===== src/hw/dmx_pkg.sv =====
// Shared constants and types of the data-move instruction executor
package dmx_pkg;

  // Quarter phases of one instruction cycle
  localparam logic [1:0] DMX_Q1 = 2'h0;
  localparam logic [1:0] DMX_Q2 = 2'h1;
  localparam logic [1:0] DMX_Q3 = 2'h2;
  localparam logic [1:0] DMX_Q4 = 2'h3;

  // Opcode fields
  localparam logic [3:0] DMX_OP_MOVE_FIRST = 4'hc;
  localparam logic [3:0] DMX_OP_MOVE_SECOND = 4'hf;
  localparam logic [7:0] DMX_OP_LOAD_BANK = 8'h01;
  localparam logic [7:0] DMX_OP_LOAD_ACCUM = 8'h0e;
  localparam logic [6:0] DMX_OP_STORE_ACCUM = 7'h37;
  localparam int DMX_ACCESS_BIT = 8;

  // Data space location that stands for the working register
  localparam logic [11:0] DMX_ACCUM_ADDR = 12'hfe8;

  // Reset values
  localparam logic [7:0] DMX_ACCUM_RESET = 8'h00;
  localparam logic [7:0] DMX_BANK_RESET = 8'h00;
  localparam logic [15:0] DMX_NOP_WORD = 16'h0000;

  typedef enum logic [1:0] {
    DMX_RUN,
    DMX_SECOND,
    DMX_WAIT
  } dmx_mode_t;

endpackage : dmx_pkg


===== src/hw/dmx_phase_if.sv =====
// Quarter phase carrier between the phase generator and the executor
`timescale 1ns/10ps
interface dmx_phase_if;
  logic [1:0] q;
  modport gen (output q);
  modport use_side (input q);
endinterface : dmx_phase_if


===== src/hw/dmx_exec.sv =====
// Data-move instruction executor: file-to-file move, literal loads, store
//
// Functional notes
// RL1 - Move: first word 1100 source, second 1111 dest
// RL2 - Full 12-bit addresses, no bank, no flags
// RL3 - Working register may be move source or dest
// RL4 - Programs never target PC low or stack top
// RL5 - Move: source read Q2, dest write Q4 later
// RL6 - Programs avoid moving into interrupt settings
// RL7 - 0000 0001 loads bank select in Q4
// RL8 - 0000 1110 loads working register, no flags
// RL9 - 0110 111a stores working register in one cycle
// RL10 - Store address is within a 256-byte bank
// RL11 - Access bit 0 shared bank, 1 bank select
// RL12 - Lone second move word acts as no-op
`timescale 1ns/10ps
module dmx_exec
  import dmx_pkg::*;
(
  input wire logic clk_sys,
  input wire logic rst_n,
  input wire logic [15:0] instr_word,
  input wire logic instr_valid,
  input wire logic wait_req,
  input wire logic [7:0] mem_rdata,
  output logic fetch_stall,
  output logic [1:0] q_phase,
  output logic [11:0] mem_addr,
  output logic mem_rd,
  output logic mem_wr,
  output logic [7:0] mem_wdata,
  output logic [7:0] accum,
  output logic [7:0] bank_select_register
);

  ////////////////////////////////////////////////////////////////////////
  // Quarter phases

  dmx_phase_if ph ();

  dmx_quarter u_quarter (
    .clk_sys(clk_sys),
    .rst_n(rst_n),
    .ph(ph)
  );

  ////////////////////////////////////////////////////////////////////////
  // State

  typedef struct packed {
    dmx_mode_t mode;
    logic [15:0] ir;
    logic [11:0] dst;
    logic extend;
    logic [7:0] src;
    logic [7:0] accum;
    logic [7:0] bank;
    logic [11:0] addr;
    logic rd;
    logic wr;
    logic [7:0] wdata;
  } dmx_exec_state_t;

  dmx_exec_state_t r;
  dmx_exec_state_t next_r;

  logic [1:0] q;
  logic is_move;
  logic is_store;
  logic [7:0] file_addr;
  logic [11:0] store_addr;
  logic dst_write;

  assign q = ph.q;
  assign is_move = (r.ir[15:12] == DMX_OP_MOVE_FIRST);
  assign is_store = (r.ir[15:9] == DMX_OP_STORE_ACCUM);
  assign file_addr = r.ir[7:0];
  // Access bank: low half at the bottom of data space, high half at the top
  assign store_addr = r.ir[DMX_ACCESS_BIT] ? {r.bank[3:0], file_addr}
                                           : {{4{file_addr[7]}}, file_addr}; // see RL10 RL11
  assign dst_write = (r.mode == DMX_WAIT) || ((r.mode == DMX_SECOND) && !r.extend);

  ////////////////////////////////////////////////////////////////////////
  // Next state

  always_comb begin
    next_r = r;
    next_r.rd = 1'b0;
    next_r.wr = 1'b0;
    unique case (q)
      DMX_Q1: begin
        if (r.mode == DMX_SECOND) begin
          next_r.dst = instr_word[11:0]; // see RL1 RL2
          next_r.extend = wait_req; // see RL5
        end else if (r.mode == DMX_RUN) begin
          next_r.ir = instr_valid ? instr_word : DMX_NOP_WORD;
          if (instr_valid && instr_word[15:12] == DMX_OP_MOVE_FIRST) begin
            next_r.addr = instr_word[11:0]; // see RL2
            next_r.rd = (instr_word[11:0] != DMX_ACCUM_ADDR); // see RL3 RL5
          end
        end
      end
      DMX_Q2: begin
        if (r.mode == DMX_RUN && is_move) begin
          next_r.src = (r.addr == DMX_ACCUM_ADDR) ? r.accum : mem_rdata; // see RL3
        end
      end
      DMX_Q3: begin
        if (r.mode == DMX_RUN && is_store) begin
          next_r.addr = store_addr; // see RL9
          next_r.wr = 1'b1;
          next_r.wdata = r.accum;
        end else if (dst_write && r.dst != DMX_ACCUM_ADDR) begin
          next_r.addr = r.dst; // see RL5
          next_r.wr = 1'b1;
          next_r.wdata = r.src;
        end
      end
      DMX_Q4: begin
        if (r.mode == DMX_RUN) begin
          if (r.ir[15:8] == DMX_OP_LOAD_BANK) begin
            next_r.bank = r.ir[7:0]; // see RL7
          end else if (r.ir[15:8] == DMX_OP_LOAD_ACCUM) begin
            next_r.accum = r.ir[7:0]; // see RL8
          end else if (is_move) begin
            next_r.mode = DMX_SECOND; // see RL1
          end
          // Second word seen alone falls through here doing nothing
        end else if (r.mode == DMX_SECOND && r.extend) begin
          next_r.mode = DMX_WAIT;
          next_r.extend = 1'b0;
        end else begin
          if (r.dst == DMX_ACCUM_ADDR) begin
            next_r.accum = r.src; // see RL3
          end
          next_r.mode = DMX_RUN;
        end
      end
    endcase
  end

  always_ff @(posedge clk_sys or negedge rst_n) begin
    if (!rst_n) begin
      r.mode <= DMX_RUN;
      r.ir <= DMX_NOP_WORD;
      r.dst <= 12'h000;
      r.extend <= 1'b0;
      r.src <= 8'h00;
      r.accum <= DMX_ACCUM_RESET;
      r.bank <= DMX_BANK_RESET;
      r.addr <= 12'h000;
      r.rd <= 1'b0;
      r.wr <= 1'b0;
      r.wdata <= 8'h00;
    end else begin
      r <= next_r;
    end
  end

  ////////////////////////////////////////////////////////////////////////
  // Outputs

  assign fetch_stall = (r.mode == DMX_WAIT);
  assign q_phase = q;
  assign mem_addr = r.addr;
  assign mem_rd = r.rd;
  assign mem_wr = r.wr;
  assign mem_wdata = r.wdata;
  assign accum = r.accum;
  assign bank_select_register = r.bank;

  logic take;
  assign take = (q == DMX_Q1) && (r.mode == DMX_RUN) && instr_valid;
endmodule : dmx_exec


===== src/hw/dmx_quarter.sv =====
// Quarter phase generator: one clock per quarter, four per instruction cycle
`timescale 1ns/10ps
module dmx_quarter
  import dmx_pkg::*;
(
  input wire logic clk_sys,
  input wire logic rst_n,
  dmx_phase_if.gen ph
);

  typedef struct packed {
    logic [1:0] q;
  } dmx_quarter_state_t;

  dmx_quarter_state_t r;
  dmx_quarter_state_t next_r;

  always_comb begin
    next_r = r;
    next_r.q = r.q + 2'h1;
  end

  always_ff @(posedge clk_sys or negedge rst_n) begin
    if (!rst_n) begin
      r.q <= DMX_Q1;
    end else begin
      r <= next_r;
    end
  end

  assign ph.q = r.q;

endmodule : dmx_quarter


===== config.mk =====
export PLATFORM = sky130hd
export DESIGN_NAME = dmx_exec
export DESIGN_NICKNAME = d
export VERILOG_FILES = /design/src/hw/dmx_pkg.sv /design/src/hw/dmx_phase_if.sv /design/src/hw/dmx_exec.sv /design/src/hw/dmx_quarter.sv
export SDC_FILE = /design/constraint.sdc
export NUM_CORES = 1
export LEC_CHECK = 0
export ABC_AREA = 1
export ABC_CLOCK_PERIOD_IN_PS = 3600
export BUFFER_PORTS_ARGS = -buffer_cell sky130_fd_sc_hd__buf_2
export CELL_PAD_IN_SITES_DETAIL_PLACEMENT = 2
export CELL_PAD_IN_SITES_GLOBAL_PLACEMENT = 2
export CORE_MARGIN = 1.5
export CORE_UTILIZATION = 30
export DETAILED_ROUTE_END_ITERATION = 16
export PLACE_DENSITY = 0.76
export SLEW_MARGIN = 10
export SYNTH_ARGS = -nofsm -noshare
export SYNTH_HDL_FRONTEND = slang
export SYNTH_SLANG_ARGS = --single-unit

===== constraint.sdc =====
create_clock -name clk_sys -period 3.6 [get_ports clk_sys]
set_input_delay 0.18 -clock clk_sys [delete_from_list [all_inputs] [get_ports clk_sys]]
set_output_delay 0.18 -clock clk_sys [all_outputs]
set_load 0.01 [all_outputs]

---- After elaboration in Yosys (flattened, before gate mapping) ----
Index checks and enable logic that the tools add are counted.
word-level totals
  flip-flop bits (word level) ............. 79
  output and inout bits ................... 41
  logic and storage cells ................. 90
cells by class
  add/subtract/negate cells ............... 1
  equality and inequality tests ........... 26
  mux-type cells .......................... 27
  bitwise operators ....................... 1
  reduce and logical (&&, ||, !) cells .... 23
operator list
  operator                                                               count
  8-bit two-way mux                                                      6
  13-bit two-way mux                                                     3
  12-bit two-way mux                                                     3
  9-bit two-way mux                                                      3
  12-bit equality test, second input constant                            2
  12-bit inequality test, second input constant                          2
  12-bit one-hot mux with 2 select lines                                 1
  2-bit inequality test, second input constant                           10
  16-bit two-way mux                                                     1
  2-bit two-way mux                                                      5
  5-bit AND reduction                                                    2
  4-bit equality test, second input constant                             2
  8-bit by 1-bit equality test with 1-bit output, second input constant  1
  8-bit by 4-bit equality test with 1-bit output, second input constant  1
  4-bit AND reduction                                                    2
  2-bit nonzero test                                                     4
  7-bit by 6-bit equality test with 1-bit output, second input constant  1
  2-bit equality test, second input constant                             3
  1-bit logical AND                                                      6
  2-bit AND reduction                                                    3
  3-bit AND reduction                                                    2
  2-bit by 1-bit equality test with 1-bit output, second input constant  2
  2-bit logical NOT                                                      2
  1-bit two-way mux                                                      4
  other kinds (7)                                                        7

---- Logic depth before layout (Yosys ltp) ----
Gate-level depths: netlist (run 1).
  word-level depth ........................ 7
  mapped depth ............................ 10

---- Cells and area by module ----
A second synthesis (run 1) with hierarchy kept.
second synthesis, totals
  cells, all modules ...................... 567
  area, all modules ....................... 4226.6 sq um
by module, submodules not included
  module       times used  cells each  area each (sq um)  seq. area each (sq um)
  dmx_exec     1           560         4155.2             1926.8
  dmx_quarter  1           7           71.3               50.0

---- Worst setup path before layout (run 1) ----
OpenSTA, ideal clock, no wires.
  path kind ............................... register to register
  from .................................... reg, netlist name u_quarter.ph.q[0]
  to ...................................... reg r, in the netlist file_addr[1]
  data arrival time ....................... 1.518 ns
  slack ................................... 1.951 ns
  cell stages (with the launch flop) ...... 8
  path buffers ............................ 2
  path through ............................ dfrtp_1 > inv_1 > ha_1 > inv_1 > nor2_1 > clkbuf_1 > clkbuf_1 > o21ai_0
between the ends
  cells in the longest elaborated chain, start to end .. 2
RTL lines
  item                                  line             source
  2-bit logical NOT                     dmx_exec.sv:90   unique case (q)
  3-bit AND reduction (no source line)  -
  end signal, assigned                  dmx_exec.sv:156  r <= next_r;
  end, declared                         dmx_exec.sv:64   dmx_exec_state_t r;
No other way between the ends.
A chain may end at the register's enable or synchronous reset.

---- Worst setup path in the final report (run 1) ----
  from .................................... reg r[75] in the netlist's numbering
  to ...................................... reg r, in the netlist mem_addr[10]
between the ends
  cells in the longest elaborated chain, start to end .. 6
RTL lines
  item                                            line                            source
  2-bit by 1-bit equality test with 1-bit output  dmx_exec.sv:81, dmx_exec.sv:92
  1-bit logical AND                               dmx_exec.sv:81                  assign dst_write = (r.mode == DMX_WAIT) || ((r.mode == DMX_SECOND) && !r.extend);
  1-bit logical OR                                dmx_exec.sv:81
  1-bit logical AND                               dmx_exec.sv:113                 end else if (dst_write && r.dst != DMX_ACCUM_ADDR) begin
  3-bit inequality test (no source line)          -
  5-bit AND reduction (no source line)            -
Parallel ways exist; a longest one is shown, timed or not.

==> results.toml, run 1 <==
[sta]
slew_headroom_pct = 31.2
final_max_slew_viol_count = 0
rsz0062_at_grt = "no"
timing.fmax_ghz = 0.365
fin_setup_tns_ns = 0
fin_worst_skew_ns = 0.00743
worstMarginPinSlew_ns = 1.03
finalCritPeriodShare_pct = 76.1
hold_violations = 0
period_minus_slack_ns = 2.74
hold_slack_ns = 0.00530
setup_viol = 0

[synth]
synthCells = 571
synth.mux.area_fraction_pct = 0
synth_xor_area_share_pct = 0
avgSynthCellArea_um2 = 7.51
synth.distinct_cells = 28
synth-main-ff-cell = "dfrtp_1"
syn_nets = 603
yosysTopAreaCell = "dfrtp_1"
ys_seq_area_share_pct = 46.1
synth_edf_count = 0
synthSimpleGateAreaFrac_pct = 30.7
synth_top_family_by_area = "simple AND/OR/NAND/NOR gates"
synthAdderAreaFrac_pct = 1.17
synth_area_leaders = "dfrtp_1 (46%), nand2_1 (16%), nand3_1 (9.8%), buf_4 (6.5%), inv_1 (4.4%)"
postSynth.asyncResetShare_pct = 100
synth_seq_cells = 79
synth_top_cell_area_share_pct = 46.1
synth-compound-area-share_pct = 8.29
yosysWarningCount = 0
netlist_area_um2 = 4290

[detailed_routing]
drtIter0Drc = 147
vias = 3764
totalWireLength_um = 13700
drc = 0
avgViaCountPerCell = 4.80
dr.pass1.iters = 4
ant_nets = 0
avgRoutedWirePerCell_um = 17.5

[floorplan]
die_w_um = 123
row_count = 43
coreArea_um2 = 13900
die-area_um2 = 15000
ios = 69
start_util_pct = 30.8
die_y_um = 123

[clock_network]
clk_path_buf_depth = 2
clock-root-buffer = "clkbuf_16"
cts_hold_buf = 0
htreeDepth = 3
ctsResizeCount = 0
cts_tree = "built"
clk_latency_ns = 0.35
clk_pin_slew_ns = 0.06
cts_buffers = 9
postCtsSetupRepairBufs = 0
clock_sinks = 79

[place]
hpwl_um = 10300
port_buffers = 68
gp_routability_congestion = 0.813

[setup_path]
critical_path_peak_fanout = 23
worstPathArrival_ns = 2.97
crit_type = "flip-flop to flip-flop"
timing.rr.end = "mem_addr[10]"
endpoint = "mem_addr[10]"
startpoint = "r[75]"
startpoint_type = "flip-flop"
timing.rr.start = "r[75]"
reg2reg_depth = 9
critPathRequiredTime_ns = 3.83
endpoint_kind = "flip-flop"
rrSetupSlack_ns = 0.86

[grt]
grt_first_pass_wirelength_um = 22100
track_usage_pct = 19.8
grt_pass1_vias = 4037
antenna_found_initial = 0
grt_max_degree = 80
grt_overflow = 0

[flow_run]
maxCapViolCount = 0

[final_layout]
fillers = 1642
drive_gt1_share_pct = 17.4
syn_to_final_growth_pct = 12.3
fin_nets = 631
n_antenna_cell = 0

[pwr]
max-vdd-ir-drop_uv = 240
p_leak_uw = 0.00247
power_density_nw_per_um2 = 727

[outcome]
status = "completed"

[min_path]
hold_path.class = "primary input to asynchronous set/reset pin"
critical path, stage by stage (launching register included):
cell and delay, ns:
dfrtp_1 0.39, inv_2 0.09, nand2_2 0.28, nor2_2 0.51
nand2_1 0.11, buf_4 0.24, nand3_1 0.36, nand2_1 0.36
nand2_1 0.19, nand2_1 0.09
worst min-delay path by stage:
| stage | to | slack (ns) | start |
|---|---|---|---|
| after floorplan | accum[0] | -0.12 | rst_n |
| after global placement | accum[5] | 0.42 | rst_n |
| after detailed placement | r[46] | 0.43 | wait_req |
| after CTS | accum[5] | 0.07 | rst_n |
| after global routing | r[72] | 0.08 | instr_word[13] |
| final | accum[5] | 0.005 | rst_n |
registers in the layout (all words and copies together) (netlist names):
signal	flops
u_quarter.ph.q	2
mem_wdata	8
bank_select_register	8
mem_wr	1
accum	8
file_addr	8
mem_addr	12
r	31
mem_rd	1
per-layer routing:
metal | share of wire (%) | vias up | global-route usage [%] | wire, um
met2 | 49 | 60 | 33.1 | 6660
li1 | - | 1839 | - | -
met4 | 1.8 | 0 | 7.41 | 253
met3 | 2.6 | 15 | 3.21 | 363
met1 | 47 | 1850 | 25.8 | 6450
met5 | 0 | - | 0 | 0
report_power, final:
| group | switching [uW] | internal (uW) | leakage (uW) |
|---|---|---|---|
| clock network | 374 | 539 | 0.000138 |
| registers | 247 | 1220 | 0.00101 |
| logic | 742 | 378 | 0.00133 |
final cells by class:
type | instances | area [um^2] | share of cell area, %
Sequential cell | 79 | 1980 | 41.0
Multi-Input combinational cell | 376 | 1720 | 35.7
Timing Repair Buffer | 74 | 388 | 8.05
Clock buffer | 13 | 240 | 4.99
Tap cell | 180 | 225 | 4.68
Inverter | 59 | 221 | 4.60
Clock inverter | 3 | 43.8 | 0.909
kinds of logic (layout without fill, tap and decap cells):
logic type | count (synthesis) | in the layout
AOI/OAI and AO/OA | 65 | 65
buffers and inverters | 116 | 149
and+or+nand+nor | 307 | 307
adders and majority gates | 4 | 4
DFF | 79 | 79
cell usage after synthesis (2+ instances only):
library cell and n:
nand2_1 185, nand3_1 84, dfrtp_1 79, inv_1 50, buf_4 37, o21ai_0 31, o21ai_1 29, nor2_1 21
clkbuf_1 11, inv_2 9, buf_2 6, ha_1 4, nand4_1 4, nand2_2 3, nor3_1 3, buf_1 2
nor2_2 2
metrics by stage:
| step | std cells | util, % | total power, uW | setup slack (ns) | instance area [um^2] |
|---|---|---|---|---|---|
| after global placement | 768 | 32.5 | 2550 | 1.17 | 4530 |
| final | 784 | 34.6 | 3500 | 0.862 | 4820 |
| after global routing | 784 | 34.6 | 3770 | 0.603 | 4820 |
| after floorplan | 571 | - | 2290 | 1.95 | 4290 |
| after CTS | 784 | 34.6 | 3560 | 0.861 | 4820 |
| after detailed placement | 768 | 32.5 | 2620 | 0.933 | 4530 |
cell usage in the layout (no fill, tap or decap):
| master | n |
|---|---|
| a21oi_1 | 1 |
| nand2_1 | 185 |
| nand3b_1 | 1 |
| nor2_1 | 21 |
| a31oi_1 | 1 |
| nor4b_1 | 1 |
| dfrtp_1 | 79 |
| clkbuf_1 | 4 |
| o21ai_1 | 29 |
| inv_2 | 9 |
| nor2_2 | 2 |
| nand3_2 | 1 |
| buf_2 | 67 |
| buf_4 | 7 |
| a21oi_4 | 1 |
| ha_1 | 4 |
| o21ai_2 | 1 |
| inv_1 | 50 |
| o21ai_0 | 31 |
| o21bai_4 | 1 |
| clkbuf_16 | 9 |
| nand3_1 | 84 |
| nor3b_1 | 1 |
| nor3_1 | 3 |
| nor3_4 | 1 |
| bufinv_16 | 1 |
| nand2_2 | 3 |
| clkinv_4 | 1 |
| nand4_1 | 4 |
| clkinv_2 | 1 |
No activity file was read; power rests on OpenSTA's default activity.
==> inputs of run 2 (changes only) <==
--- a/config.mk
+++ b/config.mk
@@ -5,15 +5,15 @@
 export SDC_FILE = /design/constraint.sdc
 export NUM_CORES = 1
 export LEC_CHECK = 0
-export ABC_AREA = 1
-export ABC_CLOCK_PERIOD_IN_PS = 3600
+export ABC_AREA = 0
+export ABC_CLOCK_PERIOD_IN_PS = 2700
 export BUFFER_PORTS_ARGS = -buffer_cell sky130_fd_sc_hd__buf_2
 export CELL_PAD_IN_SITES_DETAIL_PLACEMENT = 2
 export CELL_PAD_IN_SITES_GLOBAL_PLACEMENT = 2
 export CORE_MARGIN = 1.5
 export CORE_UTILIZATION = 30
 export DETAILED_ROUTE_END_ITERATION = 16
-export PLACE_DENSITY = 0.76
+export PLACE_DENSITY = 0.7
 export SLEW_MARGIN = 10
 export SYNTH_ARGS = -nofsm -noshare
 export SYNTH_HDL_FRONTEND = slang
==> constraint.sdc (replaced) <==
create_clock -name clk_sys -period 2.7 [get_ports clk_sys]
set_input_delay 0.135 -clock clk_sys [delete_from_list [all_inputs] [get_ports clk_sys]]
set_output_delay 0.135 -clock clk_sys [all_outputs]
set_load 0.01 [all_outputs]
==> results.toml, run 2 <==
[outcome]
status = "finished, violations left"
violations = "negative hold slack"

[sta]
setup_viol = 0
rsz0062_at_grt = "no"
worstMarginPinSlew_ns = 1.04
period_minus_slack_ns = 2.40
finalCritPeriodShare_pct = 89.0
slew_headroom_pct = 31.0
fin_setup_tns_ns = 0
hold_violations = 34
final_max_slew_viol_count = 0
timing.fmax_ghz = 0.416
fin_worst_skew_ns = 0.00713
hold_slack_ns = -0.0484

[clock_network]
postCtsSetupRepairBufs = 0
clock_sinks = 79
cts_hold_buf = 0
clk_path_buf_depth = 2
clk_pin_slew_ns = 0.06
ctsResizeCount = 0
cts_tree = "built"
clock-root-buffer = "clkbuf_16"
clk_latency_ns = 0.34
htreeDepth = 3
cts_buffers = 9

[detailed_routing]
totalWireLength_um = 11300
avgRoutedWirePerCell_um = 18.4
drtIter0Drc = 106
ant_nets = 0
avgViaCountPerCell = 4.98
drc = 0
dr.pass1.iters = 4
vias = 3055

[floorplan]
start_util_pct = 30.8
die-area_um2 = 14300
die_w_um = 120
coreArea_um2 = 13200
ios = 69
die_y_um = 120
row_count = 42

[final_layout]
drive_gt1_share_pct = 32.2
largest_reg_flops = 31
mostFrequentLayoutCell = "nand2_1"
fillers = 1478
fin_nets = 466
n_antenna_cell = 0
syn_to_final_growth_pct = 13.2
regArea_um2 = 1980
regMostFlops = "r"
multiInputGateArea_um2 = 1710
layout_common_cells = "nand2_1 (90), dfrtp_1 (79), buf_2 (67), mux2_2 (30), o21ai_0 (29)"

[synth]
synth_xor_area_share_pct = 0
netlist_area_um2 = 4080
synth_edf_count = 0
synthSimpleGateAreaFrac_pct = 16.0
yosysTopAreaCell = "dfrtp_1"
yosys-top-cells-count = "nand2_1 (90), dfrtp_1 (79), buf_4 (36), mux2_2 (30), o21ai_0 (29)"
synth.distinct_cells = 45
synth.most_common_cell = "nand2_1"
ys_seq_area_share_pct = 48.4
synth.mux.area_fraction_pct = 10.6
postSynth.asyncResetShare_pct = 100
yosysWarningCount = 0
synth_seq_cells = 79
synth_area_leaders = "dfrtp_1 (48%), mux2_2 (8.3%), nand2_1 (8.3%), buf_4 (6.6%), o21ai_0 (3.6%)"
synth-compound-area-share_pct = 14.0
synth_top_family_by_area = "simple AND/OR/NAND/NOR gates"
synthCells = 402
synth-main-ff-cell = "dfrtp_1"
synth_top_cell_area_share_pct = 48.4
avgSynthCellArea_um2 = 10.2
syn_nets = 434
synthAdderAreaFrac_pct = 1.23

[grt]
use_met1_pct = 22.3
grt_first_pass_wirelength_um = 18700
grt_max_degree = 80
grt_overflow = 0
track_usage_pct = 17.1
grt_pass1_vias = 3357
top_usage_layer = "met2"
antenna_found_initial = 0
use_met3_pct = 3.75
global_route.usage.met2_pct = 28.3

[setup_path]
endpoint_kind = "flip-flop"
worstPathArrival_ns = 2.61
startpoint_type = "flip-flop"
critical_path_peak_fanout = 22
critPathRequiredTime_ns = 2.90
crit_type = "flip-flop to flip-flop"
cpMaxStageDelayCell = "or4_4"
path_cells = "or2_4 -> or4_4 -> a32o_2 -> buf_4 -> nand2_1 -> o21ai_0"
cpPeakStageDelay_ns = 0.69

[place]
hpwl_um = 8350
port_buffers = 68
gp_routability_congestion = 0.791

[min_path]
hold_path.class = "primary input to asynchronous set/reset pin"

[pwr]
max-vdd-ir-drop_uv = 230
finalPower_uw = 3250
p_leak_uw = 0.00220
power_density_nw_per_um2 = 703

[flow_run]
maxCapViolCount = 0
## run 2: metal layers
| layer | vias up | part of all wire [%] |
|---|---|---|
| li1 | 1429 | - |
| met1 | 1570 | 46 |
| met2 | 42 | 49 |
| met3 | 14 | 2.7 |
| met4 | 0 | 1.7 |
| met5 | - | 0 |
## run 2: final timing paths
check | from | to | slack [ns] | depth (start not counted)
max reg2reg | r[76] | mem_addr[1] | 0.30 | 6
max in group asynchronous | rst_n | r[70] | 2.05 | 1
max | r[76] | mem_addr[1] | 0.30 | 6
min in group clk_sys | wait_req | r[46] | 0.04 | 3
min | rst_n | mem_wdata[1] | -0.05 | 1
min reg2reg | mem_addr[2] | mem_addr[2] | 0.50 | 2
## run 2: logic make-up after synthesis
family | Yosys count
flip-flops | 79
AO/OA/AOI/OAI | 83
buffers and inverters | 59
multiplexers | 39
AND/OR/NAND/NOR | 138
adder cells (fa/ha/maj) | 4
## run 2: power by group
group / internal, uW / switching, uW / total [uW]
combinational: 218 / 266 / 485
clock: 757 / 480 / 1240
sequential: 1370 / 156 / 1530
## run 2: through the flow
stage               setup WS [ns]  util, %  instances  hold slack, ns  instance area [um^2]
global placement            0.383     32.7        599           0.379                  4320
finish                      0.297     34.9        614         -0.0484                  4620
CTS                         0.299     34.9        614          0.0265                  4620
global route                0.177     34.9        614          0.0629                  4620
detailed placement          0.298     32.7        599           0.393                  4320
floorplan                   0.491        -        402          -0.161                  4080
## run 2: worst max-delay path, delay by kind of cell (launching register included)
family	cells	cell delay [ns]
simple gates	3	1.13
flops	1	0.46
compound gates	2	0.44
buf+inv	1	0.23
## run 2: layout make-up
type | count | area share (%)
clock buffers | 11 | 5.47
clock inverters | 4 | 0.975
inverters | 4 | 0.325
multi-input cells | 264 | 37.0
flip-flops and latches | 79 | 42.8
well taps | 176 | 4.76
repair buffers | 76 | 8.72
==> inputs of run 3 (changes only) <==
--- a/config.mk
+++ b/config.mk
@@ -5,7 +5,7 @@
 export SDC_FILE = /design/constraint.sdc
 export NUM_CORES = 1
 export LEC_CHECK = 0
-export ABC_AREA = 0
+export ABC_AREA = 1
 export ABC_CLOCK_PERIOD_IN_PS = 2700
 export BUFFER_PORTS_ARGS = -buffer_cell sky130_fd_sc_hd__buf_2
 export CELL_PAD_IN_SITES_DETAIL_PLACEMENT = 2
@@ -13,7 +13,7 @@
 export CORE_MARGIN = 1.5
 export CORE_UTILIZATION = 30
 export DETAILED_ROUTE_END_ITERATION = 16
-export PLACE_DENSITY = 0.7
+export PLACE_DENSITY = 0.76
 export SLEW_MARGIN = 10
 export SYNTH_ARGS = -nofsm -noshare
 export SYNTH_HDL_FRONTEND = slang
==> results.toml, run 3 (same netlist as run 1, synthesis figures left out) <==
[outcome]
status = "finished, violations left"
violations = "negative hold slack"

[floorplan]
die_y_um = 123
die_w_um = 123
die-area_um2 = 15000
coreArea_um2 = 13900
row_count = 43
start_util_pct = 30.8
ios = 69

[detailed_routing]
vias = 3865
totalWireLength_um = 13600
drtIter0Drc = 165
avgRoutedWirePerCell_um = 17.3
ant_nets = 0
dr.pass1.iters = 4
avgViaCountPerCell = 4.92
drc = 0

[final_layout]
mostFrequentLayoutCell = "nand2_1"
syn_to_final_growth_pct = 12.8
regArea_um2 = 1980
largest_reg_flops = 31
fillers = 1628
drive_gt1_share_pct = 18.2
layout_common_cells = "nand2_1 (185), nand3_1 (84), dfrtp_1 (79), buf_2 (67), inv_1 (50)"
n_antenna_cell = 0
fin_nets = 633
regMostFlops = "r"
multiInputGateArea_um2 = 1720
fin_cells = 786

[pwr]
power_density_nw_per_um2 = 962
internal_power_uw = 2850
seq_power_share_pct = 42.4
p_clk_share_pct = 26.0
p_switching_uw = 1800
max-vdd-ir-drop_uv = 331
pwr-share-comb_pct = 31.6
swShare_pct = 38.8
p_leak_uw = 0.00249

[sta]
final_max_slew_viol_count = 0
timing.fmax_ghz = 0.433
setup_viol = 0
rsz0062_at_grt = "no"
hold_slack_ns = -0.0540
period_minus_slack_ns = 2.31
worstMarginPinSlew_ns = 1.04
fin_worst_skew_ns = 0.00863
slew_headroom_pct = 30.7
hold_violations = 48
finalCritPeriodShare_pct = 85.5
fin_setup_tns_ns = 0

[clock_network]
ctsResizeCount = 0
cts_tree = "built"
htreeDepth = 3
clk_latency_ns = 0.35
clock_sinks = 79
clk_path_buf_depth = 2
cts_buffers = 9
clock-root-buffer = "clkbuf_16"
postCtsSetupRepairBufs = 0
clk_pin_slew_ns = 0.06
cts_hold_buf = 0

[setup_path]
crit_type = "flip-flop to flip-flop"
critPathRequiredTime_ns = 2.98
critical_path_peak_fanout = 14
endpoint_kind = "flip-flop"
reg2reg_depth = 6
startpoint_type = "flip-flop"
worstPathArrival_ns = 2.59

[grt]
antenna_found_initial = 0
grt_pass1_vias = 4120
grt_first_pass_wirelength_um = 22200
track_usage_pct = 19.8
grt_overflow = 0
grt_max_degree = 80

[place]
port_buffers = 68
placed_cells = 770
hpwl_um = 10400
gp_routability_congestion = 0.853

[flow_run]
maxCapViolCount = 0

[min_path]
hold_path.class = "primary input to asynchronous set/reset pin"
==> run 3: cell count changes in the layout (fill, tap and decap cells not counted), moves of 9 or more <==
cell	previous run	this run
a21oi_1	19	1
a32o_1	9	0
inv_1	4	50
inv_2	0	9
mux2_2	30	0
nand2_1	90	185
nand3_1	2	84
nor2_1	11	21
o21ai_1	2	29
==> run 3: worst paths after layout <==
check,startpoint,end,slack [ns]
setup / recovery,u_quarter.ph.q[0],mem_addr[11],0.39
hold / removal,rst_n,accum[5],-0.05
setup reg to reg,u_quarter.ph.q[0],mem_addr[11],0.39
hold reg to reg,bank_select_register[7],bank_select_register[7],0.50
max in group asynchronous,rst_n,mem_addr[11],2.06
min in group clk_sys,wait_req,r[46],0.03
==> run 3: final cells by class <==
class	instances	area share (%)
Sequential cell	79	40.9
Multi-Input combinational cell	376	35.6
Timing Repair Buffer	76	8.33
Clock buffer	10	4.73
Tap cell	180	4.66
Inverter	59	4.58
Clock inverter	6	1.27
==> run 3: metal layers <==
| layer | wire length (um) | track usage, % | up-vias | share of wire, % |
|---|---|---|---|---|
| met2 | 6780 | 33.6 | 75 | 50 |
| met1 | 6120 | 25.1 | 1924 | 45 |
| met3 | 382 | 2.79 | 19 | 2.8 |
| met4 | 343 | 8.50 | 0 | 2.5 |
| li1 | - | - | 1847 | - |
| met5 | 0 | 0 | - | 0 |
==> run 3: stage by stage <==
stage	utilization (%)	setup slack [ns]	area (um^2)	hold slack (ns)	power, uW
finish	34.7	0.391	4840	-0.0540	4650
floorplan	-	1.05	4290	-0.161	3060
global placement	32.6	0.578	4550	0.375	3380
detailed placement	32.6	0.393	4550	0.384	3490
global route	34.7	0.115	4840	0.0489	5020
CTS	34.7	0.361	4840	0.0136	4740
==> run 3: critical path: stages (launching register included) <==
cell and delay, ns:
dfrtp_1 0.41, inv_1 0.12, ha_1 0.53, nand3_1 0.48
nand2_1 0.48, nand2_1 0.12, nand2_1 0.10
==> run 3: power groups by stage <==
stage	clock network, uW	logic [uW]	registers (uW)
3_3_place_gp	0	1410	1970
5_1_grt	1300	1690	2040
2_1_floorplan	0	1190	1870
6_report	1210	1470	1970
4_1_cts	1250	1500	1990
3_5_place_dp	0	1480	2010
